$ cat config.mk
export PLATFORM = sky130hd
export DESIGN_NAME = lpwe_write_path
export DESIGN_NICKNAME = d
export VERILOG_FILES = /design/src/shared/lpwe_pkg.sv /design/src/lpwe_write_path.sv
export SDC_FILE = /design/constraint.sdc
export NUM_CORES = 2
export LEC_CHECK = 0
export BUFFER_PORTS_ARGS = -buffer_cell sky130_fd_sc_hd__buf_2
export CAP_MARGIN = 10
export CORE_MARGIN = 2
export CORE_UTILIZATION = 59
export DETAILED_ROUTE_END_ITERATION = 10
export GPL_TIMING_DRIVEN = 1
export PLACE_DENSITY = 0.88
export SLEW_MARGIN = 20
export SYNTH_ARGS = -nofsm -noshare
export SYNTH_HDL_FRONTEND = slang
export SYNTH_SLANG_ARGS = --single-unit
$ cat constraint.sdc
create_clock -name i_clock -period 6.2 [get_ports i_clock]
set_clock_uncertainty 0.1 [all_clocks]
set_input_delay 1.24 -clock i_clock [delete_from_list [all_inputs] [get_ports i_clock]]
set_output_delay 1.24 -clock i_clock [all_outputs]
set_load 0.01 [all_outputs]
$ cat src/shared/lpwe_pkg.sv
// package: constants, carriers and state codes of the local-to-pci write path
// Function
// pci is always little-endian; local byte order bit selectable, big-endian after reset.
// big-endian local bus swaps byte lanes, keeping each byte's address.
// little-endian local bus keeps lanes, changing the address each lane represents.
// byte-order setting applies to every channel of the device.
// little-endian: data unchanged, enables from size and offset, e.g. byte at 00 gives 0111.
// big-endian: lanes mirrored, enables mirrored; byte at 00 gives 1110, word at 01 gives 0001.
// single writes posted when selected image's post enable set, else delayed; reset clear.
// burst writes are always posted.
// posted write acknowledged once queued; many may queue up to 256 bytes.
// delayed write acknowledged after pci completion; one outstanding, other writes retried.
// address entry holds address and command; data entry holds data and enables.
// image attributes captured at queue time; reprogramming affects only later entries.
// data beats are never merged in the outbound fifo.
// write retried when fifo lacks room; single write needs two free entries.
// pci bus requested only with a complete transaction queued.
// no address phase deletion; each pci write as long as its local transaction.
// burst is five entries, accepted only with room for five, never retried midway.
// each 16-byte burst goes to pci with linear incrementing addresses.
// bursts to i/o images or device registers end in bus error; master handles it.
// posted-write speed-up bit reduces idle pci clocks between posted writes.
// command from transaction type and space bit; i/o writes only for single cycles.
package lpwe_pkg;

   localparam logic [7:0] OFF_MISC_CONTROL = 8'h00;
   localparam logic [7:0] OFF_MISC_CONTROL_SECOND = 8'h04;
   localparam logic [7:0] OFF_IMAGE0_CTL = 8'h08;
   localparam logic [7:0] OFF_IMAGE1_CTL = 8'h0c;
   localparam logic [7:0] OFF_STATUS = 8'h10;

   localparam int BIT_BYTE_ORDER = 0;
   localparam int BIT_SPEEDUP = 0;
   localparam int BIT_POST_EN = 0;
   localparam int BIT_SPACE_IO = 1;
   localparam int BIT_DLY_PEND = 8;
   localparam int BIT_DLY_DONE = 9;
   localparam int BIT_LEVEL_LO = 16;

   localparam logic RST_BYTE_ORDER = 1'b1;
   localparam logic RST_SPEEDUP = 1'b0;
   localparam logic RST_POST_EN = 1'b0;
   localparam logic RST_SPACE_IO = 1'b0;

   localparam int FIFO_BYTES = 256;
   localparam int FIFO_ENTRIES = FIFO_BYTES / 4;
   localparam int SINGLE_ENTRIES = 2;
   localparam int BURST_ENTRIES = 5;
   localparam logic [1:0] BURST_LAST_BEAT = 2'h3;

   localparam logic [3:0] CMD_IO_WRITE = 4'h3;
   localparam logic [3:0] CMD_MEM_WRITE = 4'h7;

   localparam logic [1:0] GAP_SLOW = 2'h2;
   localparam logic [1:0] GAP_FAST = 2'h0;

   typedef enum logic [1:0] {L_IDLE, L_DATA, L_ANS} lpwe_lst_type;
   typedef enum logic [1:0] {P_IDLE, P_ADDR, P_DATA} lpwe_pst_type;

   typedef struct packed {
      logic valid;
      logic burst;
      logic reg_hit;
      logic [1:0] local_transfer_size;
      logic [31:0] pci_addr;
      logic [31:0] data;
   } lpwe_lcl_type;

   typedef struct packed {
      logic is_addr;
      logic last;
      logic delayed;
      logic [31:0] word;
      logic [3:0] tag;
   } lpwe_entry_type;

   typedef struct packed {
      logic addr_valid;
      logic data_valid;
      logic last;
      logic [31:0] ad;
      logic [3:0] cbe_n;
   } lpwe_pci_type;

endpackage

$ cat src/lpwe_write_path.sv
// local-to-pci write path: endian mapping, outbound write fifo and pci write master
//
// Local design decisions: the APB register port and the register addresses.
`timescale 1ns/1ps
`default_nettype none
module lpwe_write_path #(
   parameter int DEPTH = lpwe_pkg::FIFO_ENTRIES,
   parameter int AW = $clog2(DEPTH)
) (
   input wire logic i_clock,
   input wire logic i_reset,
   input wire logic i_psel,
   input wire logic i_penable,
   input wire logic i_pwrite,
   input wire logic [31:0] i_paddr,
   input wire logic [31:0] i_pwdata,
   output logic [31:0] o_prdata,
   output logic o_pready,
   output logic o_pslverr,
   input wire lpwe_pkg::lpwe_lcl_type i_lcl,
   input wire logic i_image_select_input,
   output logic o_lcl_ack,
   output logic o_lcl_retry,
   output logic o_lcl_berr,
   output logic o_local_byte_order_select,
   output logic o_pci_req,
   input wire logic i_pci_gnt,
   input wire logic i_pci_trdy,
   output lpwe_pkg::lpwe_pci_type o_pci
);

   typedef struct packed {
      logic big;
      logic speed;
      logic [1:0] post;
      logic [1:0] io;
      lpwe_pkg::lpwe_lst_type lst;
      logic [1:0] beat;
      logic burst;
      logic delayed;
      logic ack;
      logic retry;
      logic berr;
      logic dly_pend;
      logic dly_done;
      logic [AW:0] count;
      logic [AW-1:0] wr;
      logic [AW-1:0] rd;
      logic [AW:0] txn;
      lpwe_pkg::lpwe_pst_type pst;
      logic [1:0] gap;
      logic cur_last;
      logic cur_dly;
      logic [31:0] prdata;
      lpwe_pkg::lpwe_pci_type pci;
   } lpwe_state_type;

   lpwe_state_type st_ff;
   lpwe_state_type nxt_st;
   lpwe_pkg::lpwe_entry_type mem_ff [DEPTH];
   lpwe_pkg::lpwe_entry_type head;
   lpwe_pkg::lpwe_entry_type push_entry;
   logic push;
   logic pop;
   logic finish;
   logic [AW:0] free;
   logic [2:0] nbytes;
   logic [3:0] lane_mask;
   logic [3:0] be_n;
   logic [31:0] lane_data;
   logic img_io;
   logic img_post;
   logic apb_wr;
   logic mapped;

   assign head = mem_ff[st_ff.rd];
   assign free = (AW + 1)'(DEPTH) - st_ff.count;
   assign img_io = st_ff.io[i_image_select_input];
   assign img_post = st_ff.post[i_image_select_input];

   // lanes from the addressed byte onward, clipped at the word end
   always_comb begin
      nbytes = (i_lcl.local_transfer_size == 2'h0) ? 3'h4 : {1'b0, i_lcl.local_transfer_size};
      lane_mask = (~(4'hf >> nbytes)) >> i_lcl.pci_addr[1:0];
      if (i_lcl.burst) begin
         lane_mask = 4'hf;
      end
      if (st_ff.big) begin
         be_n = ~{lane_mask[0], lane_mask[1], lane_mask[2], lane_mask[3]};
         lane_data = {i_lcl.data[7:0], i_lcl.data[15:8], i_lcl.data[23:16], i_lcl.data[31:24]};
      end else begin
         be_n = ~lane_mask;
         lane_data = i_lcl.data;
      end
   end

   assign apb_wr = i_psel && i_penable && i_pwrite;
   assign mapped = (i_paddr[7:0] <= lpwe_pkg::OFF_STATUS) && (i_paddr[1:0] == 2'h0) && (i_paddr[31:8] == 24'h0);

   always_comb begin
      nxt_st = st_ff;
      nxt_st.ack = 1'b0;
      nxt_st.retry = 1'b0;
      nxt_st.berr = 1'b0;
      push = 1'b0;
      pop = 1'b0;
      finish = 1'b0;
      push_entry = '0;
      o_pci_req = 1'b0;

      // register access: read data is staged in the setup cycle, no wait states
      if (i_psel && !i_penable) begin
         nxt_st.prdata = 32'h0;
         unique case (i_paddr[7:0])
            lpwe_pkg::OFF_MISC_CONTROL: nxt_st.prdata[lpwe_pkg::BIT_BYTE_ORDER] = st_ff.big;
            lpwe_pkg::OFF_MISC_CONTROL_SECOND: nxt_st.prdata[lpwe_pkg::BIT_SPEEDUP] = st_ff.speed;
            lpwe_pkg::OFF_IMAGE0_CTL: nxt_st.prdata[1:0] = {st_ff.io[0], st_ff.post[0]};
            lpwe_pkg::OFF_IMAGE1_CTL: nxt_st.prdata[1:0] = {st_ff.io[1], st_ff.post[1]};
            lpwe_pkg::OFF_STATUS: begin
               nxt_st.prdata[lpwe_pkg::BIT_DLY_PEND] = st_ff.dly_pend;
               nxt_st.prdata[lpwe_pkg::BIT_DLY_DONE] = st_ff.dly_done;
               nxt_st.prdata[lpwe_pkg::BIT_LEVEL_LO +: AW + 1] = st_ff.count;
            end
            default: nxt_st.prdata = 32'h0;
         endcase
      end
      if (apb_wr && mapped) begin
         unique case (i_paddr[7:0])
            lpwe_pkg::OFF_MISC_CONTROL: nxt_st.big = i_pwdata[lpwe_pkg::BIT_BYTE_ORDER];
            lpwe_pkg::OFF_MISC_CONTROL_SECOND: nxt_st.speed = i_pwdata[lpwe_pkg::BIT_SPEEDUP];
            lpwe_pkg::OFF_IMAGE0_CTL: begin
               nxt_st.post[0] = i_pwdata[lpwe_pkg::BIT_POST_EN];
               nxt_st.io[0] = i_pwdata[lpwe_pkg::BIT_SPACE_IO];
            end
            lpwe_pkg::OFF_IMAGE1_CTL: begin
               nxt_st.post[1] = i_pwdata[lpwe_pkg::BIT_POST_EN];
               nxt_st.io[1] = i_pwdata[lpwe_pkg::BIT_SPACE_IO];
            end
            default: nxt_st.prdata = st_ff.prdata;
         endcase
      end

      // local slave side: one push per cycle, answers are one-cycle registered pulses
      unique case (st_ff.lst)
         lpwe_pkg::L_IDLE: begin
            if (i_lcl.valid) begin
               if (i_lcl.burst && (img_io || i_lcl.reg_hit)) begin
                  nxt_st.berr = 1'b1;
                  nxt_st.lst = lpwe_pkg::L_ANS;
               end else if (i_lcl.reg_hit) begin
                  // single register accesses belong to the register block
                  nxt_st.lst = lpwe_pkg::L_IDLE;
               end else if (st_ff.dly_pend) begin
                  // the retried delayed write collects its completion here
                  if (st_ff.dly_done && !i_lcl.burst) begin
                     nxt_st.ack = 1'b1;
                     nxt_st.dly_pend = 1'b0;
                     nxt_st.dly_done = 1'b0;
                  end else begin
                     nxt_st.retry = 1'b1;
                  end
                  nxt_st.lst = lpwe_pkg::L_ANS;
               end else if (free < (AW + 1)'(i_lcl.burst ? lpwe_pkg::BURST_ENTRIES
                                                        : lpwe_pkg::SINGLE_ENTRIES)) begin
                  nxt_st.retry = 1'b1;
                  nxt_st.lst = lpwe_pkg::L_ANS;
               end else begin
                  push = 1'b1;
                  push_entry.is_addr = 1'b1;
                  push_entry.delayed = !(i_lcl.burst || img_post);
                  push_entry.word = i_lcl.pci_addr;
                  push_entry.tag = img_io ? lpwe_pkg::CMD_IO_WRITE : lpwe_pkg::CMD_MEM_WRITE;
                  nxt_st.burst = i_lcl.burst;
                  nxt_st.delayed = push_entry.delayed;
                  nxt_st.dly_pend = push_entry.delayed;
                  nxt_st.beat = 2'h0;
                  nxt_st.lst = lpwe_pkg::L_DATA;
               end
            end
         end
         lpwe_pkg::L_DATA: begin
            if (i_lcl.valid) begin
               // one entry per beat, never packed with a neighbour
               push = 1'b1;
               push_entry.last = !st_ff.burst || (st_ff.beat == lpwe_pkg::BURST_LAST_BEAT);
               push_entry.delayed = st_ff.delayed;
               push_entry.word = lane_data;
               push_entry.tag = be_n;
               nxt_st.ack = !st_ff.delayed;
               nxt_st.retry = st_ff.delayed;
               nxt_st.beat = st_ff.beat + 2'h1;
               nxt_st.lst = lpwe_pkg::L_ANS;
            end
         end
         lpwe_pkg::L_ANS: begin
            // beat wraps to zero after the fourth burst beat
            nxt_st.lst = (st_ff.burst && st_ff.beat != 2'h0) ? lpwe_pkg::L_DATA : lpwe_pkg::L_IDLE;
         end
      endcase

      // pci write master
      unique case (st_ff.pst)
         lpwe_pkg::P_IDLE: begin
            if (st_ff.gap != 2'h0) begin
               nxt_st.gap = st_ff.gap - 2'h1;
            end else if (st_ff.txn != '0) begin
               o_pci_req = 1'b1;
               if (i_pci_gnt) begin
                  pop = 1'b1;
                  nxt_st.pci = '0;
                  nxt_st.pci.addr_valid = 1'b1;
                  nxt_st.pci.ad = head.word;
                  nxt_st.pci.cbe_n = head.tag;
                  nxt_st.cur_dly = head.delayed;
                  nxt_st.cur_last = 1'b0;
                  nxt_st.pst = lpwe_pkg::P_ADDR;
               end
            end
         end
         lpwe_pkg::P_ADDR, lpwe_pkg::P_DATA: begin
            if (i_pci_trdy) begin
               if (st_ff.pst == lpwe_pkg::P_DATA && st_ff.cur_last) begin
                  finish = 1'b1;
                  nxt_st.pci = '0;
                  if (st_ff.cur_dly) begin
                     nxt_st.dly_done = 1'b1;
                  end
                  nxt_st.gap = st_ff.speed ? lpwe_pkg::GAP_FAST : lpwe_pkg::GAP_SLOW;
                  nxt_st.pst = lpwe_pkg::P_IDLE;
               end else begin
                  // data beats follow in order; the target increments the address linearly
                  pop = 1'b1;
                  nxt_st.pci.addr_valid = 1'b0;
                  nxt_st.pci.data_valid = 1'b1;
                  nxt_st.pci.last = head.last;
                  nxt_st.pci.ad = head.word;
                  nxt_st.pci.cbe_n = head.tag;
                  nxt_st.cur_last = head.last;
                  nxt_st.pst = lpwe_pkg::P_DATA;
               end
            end
         end
         default: nxt_st.pst = lpwe_pkg::P_IDLE;
      endcase

      nxt_st.count = st_ff.count + (AW + 1)'(push) - (AW + 1)'(pop);
      nxt_st.txn = st_ff.txn + (AW + 1)'(push && push_entry.last) - (AW + 1)'(finish);
      if (push) begin
         nxt_st.wr = st_ff.wr + AW'(1);
      end
      if (pop) begin
         nxt_st.rd = st_ff.rd + AW'(1);
      end
   end

   always_ff @(posedge i_clock) begin
      if (i_reset) begin
         st_ff <= '0;
         st_ff.big <= lpwe_pkg::RST_BYTE_ORDER;
         st_ff.speed <= lpwe_pkg::RST_SPEEDUP;
         st_ff.post <= {2{lpwe_pkg::RST_POST_EN}};
         st_ff.io <= {2{lpwe_pkg::RST_SPACE_IO}};
         st_ff.lst <= lpwe_pkg::L_IDLE;
         st_ff.pst <= lpwe_pkg::P_IDLE;
      end else begin
         st_ff <= nxt_st;
      end
   end

   // storage kept outside the state record: it needs no reset
   always_ff @(posedge i_clock) begin
      if (push) begin
         mem_ff[st_ff.wr] <= push_entry;
      end
   end

   assign o_prdata = st_ff.prdata;
   assign o_pready = 1'b1;
   assign o_pslverr = i_psel && i_penable && !mapped;
   assign o_lcl_ack = st_ff.ack;
   assign o_lcl_retry = st_ff.retry;
   assign o_lcl_berr = st_ff.berr;
   assign o_local_byte_order_select = st_ff.big;
   assign o_pci = st_ff.pci;
endmodule
`default_nettype wire

==> metrics.txt <==
Critical Path, Cell by Cell inv_1, ha_1, ha_1, a21o_1, a211oi_1, a2111oi_4, buf_4, o211ai_1, buf_4, nor2_4, buf_12; CP bufs+invs 4; clk buf depth 3; Final setup viols 0; final hold viol count 0; number of synthesized flops with an enable pin 2,432; final design area excluding fillers 111,900 um2; Slowest-stage cell, CP nor2_4; VDD IR max 0.2600 mV; sequential share of the synthesized area 75.76%; Post-CTS Setup Bufs 0; Detail Route Antenna Nets 0; total wire length 317,600 um; CP max FO 43; Worst slew margin 16.20%; # nets final 5,025; reg2reg start st_ff[97]$_SDFF_PP0_; H-tree depth 4; GRT Resource Usage Total 37.45%; cts hold-fix bufs 0; layout cell share with drive strength beyond 1 29.78%; Syn Inst Count 4,566; Detailed Route Iter0 Violations 11,821; Least-Margin Pin Slew 1.222 ns; Synth Cell Area 99,170 um2; Max-Cap Viols 0; Hold Path End o_prdata[0]$_SDFFE_PP0P_; die width 414.0 um; RR Endpoint mem_ff[22][3]$_DFFE_PP_; Hold Crit Depth 2; router iterations before antenna repair 7; Reg clk slew, reported paths 0.06 ns; cell depth of the worst flop-to-flop path 11; die area 171,400 um2; placed inst area 104,200 um2; gr ovfl total 0; Die Y-Extent around 410 um; f_max about 210 MHz; global-route wire length before repair 438,600 um; initial antenna violation count 29; final setup TNS 0 ns; Slowest Stage Delay on Critical Path 0.74 ns; Tcrit/Tclk final 78.11%; Ys Warns 0; DRC errors left 0; layout filler cell count 9,047; clock root cell clkbuf_16; worst path required time 6.63 ns; register bit total from synthesis about 2,500; critical path's top delay family buffers and inverters; ys flop type edfxtp_1; Async SR Flop Fraction 0%; FP Rows 150; CP Launch Type flop; Num CTS Buffers 228; maximum number of pins on one net before global-route repair ~110; Area Overhead vs Synth 12.81%; CP Class flop to flop; register area between 70,000 and 80,000 um2; Data arrival, critical path approximately 5.3 ns; pwr dens around 360 nW/um2; Final min period 4.843 ns; number of global-route vias before repair 56,220; CTS tree yes; outcome finished clean; Skew-Pair Late Insertion Delay 0.90 ns; Detailed Place HPWL 161,300 um; I/O Pins 219; Hold Crit Class flop to flop; commonest non-fill, non-tap cells in the layout 2,432 x edfxtp_1, 682 x mux4_2, 230 x clkbuf_16; flop2flop setup slack 1.36 ns; Static Leak between 30 and 40 nW; GP Congestion around 0.87; commonest non-fill, non-tap cell in the layout edfxtp_1; CTS resizes 0; Clock Sinks 2,537; core area roughly 170,000 um2; WL per Instance 43.72 um; post-synth cell types 70; Worst Setup End Kind flop; Initial Util 59.37%; average via count per standard cell 7.674; RSZ-0062 raised after global routing false; multi-input logic area 23,150 um2; total number of vias ~56,000; Hold Crit Start o_prdata[0]$_SDFFE_PP0P_; Buffers on Ports 166; Avg Synthesized Cell Area 21.72 um2; Slew Limit Fails 0
## layout make-up
cell class / count / share of cell area [%]
flip-flops and latches: 2537 / 67.17
multi-input cells: 1687 / 20.69
clock buffers: 287 / 5.407
repair buffers: 347 / 2.725
well taps: 2204 / 2.465
clock inverters: 145 / 1.360
inverters: 44 / 0.1521
diodes: 12 / 0.02684
## power breakdown
group          internal, mW  switching, mW
logic                  2.16           3.71
clock network          8.06           6.62
registers              19.4          0.296
## Yosys cell counts, types with 9 or more instances
library cell  number  area share, %
a211oi_1          67           0.51
buf_1             25          0.095
nor2b_1           44           0.28
nand2_1           95           0.36
a21oi_1           97           0.49
mux2_2            25           0.28
a221oi_1          10          0.088
a221o_1           25           0.25
o211ai_1           9          0.068
ha_1              37           0.47
mux2i_1          155            1.6
nand3_1           33           0.17
nor2_1           131           0.50
edfxtp_1        2432             74
nor3_1            24           0.12
xnor2_1           15           0.13
buf_4            106           0.80
o21ai_0           58           0.29
buf_2             61           0.31
a22oi_1           32           0.24
inv_1             42           0.16
mux4_2           682             15
a31oi_1            9          0.057
clkbuf_1         114           0.43
dfxtp_1          105            2.1
buf_6             12           0.14
## worst min-delay path, delay by kind of cell, from the launching register on
| kind | cells | cell delay [ns] |
|---|---|---|
| compound gates | 1 | 0.05 |
| flops | 1 | 0.31 |
| simple gates | 1 | 0.05 |
## worst max-delay path by stage
stage                    startpoint                      end  slack [ns]  depth (start not counted)
2_1_floorplan             i_lcl[65]   mem_ff[0][2]$_DFFE_PP_        0.73                          7
3_3_place_gp              i_lcl[67]    st_ff[102]$_SDFF_PP0_        1.04                         17
3_5_place_dp              i_lcl[67]    st_ff[102]$_SDFF_PP0_         1.0                         17
4_1_cts        st_ff[97]$_SDFF_PP0_  mem_ff[1][11]$_DFFE_PP_        1.69                         11
5_1_grt        st_ff[97]$_SDFF_PP0_    st_ff[102]$_SDFF_PP0_        1.36                         18
6_report       st_ff[97]$_SDFF_PP0_  mem_ff[22][3]$_DFFE_PP_        1.36                         11
## state kept, by name, summed over array words and instances, names as in the netlist, named ones only
signal,flops
o_local_byte_order_select,1
o_pci,39
st_ff,45
mem_ff,2432
o_lcl_retry,1
o_prdata,11
o_lcl_ack,1
o_lcl_berr,1
## layer usage
layer  vias up  wire (um)  track usage [%]
li1      19646          -                -
met1     27386      89080            43.42
met2      6739     146100            57.74
met3      1941      50490            13.39
met4        26      31730            28.09
met5         -        183          0.05562
## logic make-up (layout without fill, tap and decap cells)
logic type | count (synthesis) | count (layout) | synth area share, %
simple gates | 380 | 380 | 1.798
compound gates | 363 | 363 | 2.469
mux | 862 | 862 | 17.34
fa+ha+maj | 39 | 39 | 0.5072
flops | 2537 | 2537 | 75.76
other cells | 2 | 34 | 0.007573
buf+inv | 362 | 823 | 1.939
xor+xnor | 21 | 21 | 0.1855
## stage by stage
stage	power (mW)	utilization, %	setup slack, ns	hold slack (ns)	std cells
3_5_place_dp	25.33	62.40	0.9978	0.3316	6817
3_3_place_gp	24.99	62.39	1.044	0.3320	6816
6_report	40.23	66.98	1.357	0.3527	7263
5_1_grt	40.81	66.97	1.355	0.3754	7254
2_1_floorplan	23.66	-	0.7284	0.3168	4586
4_1_cts	39.86	66.94	1.689	0.3519	7249
Note: power is estimated with default switching activity, not from simulation.
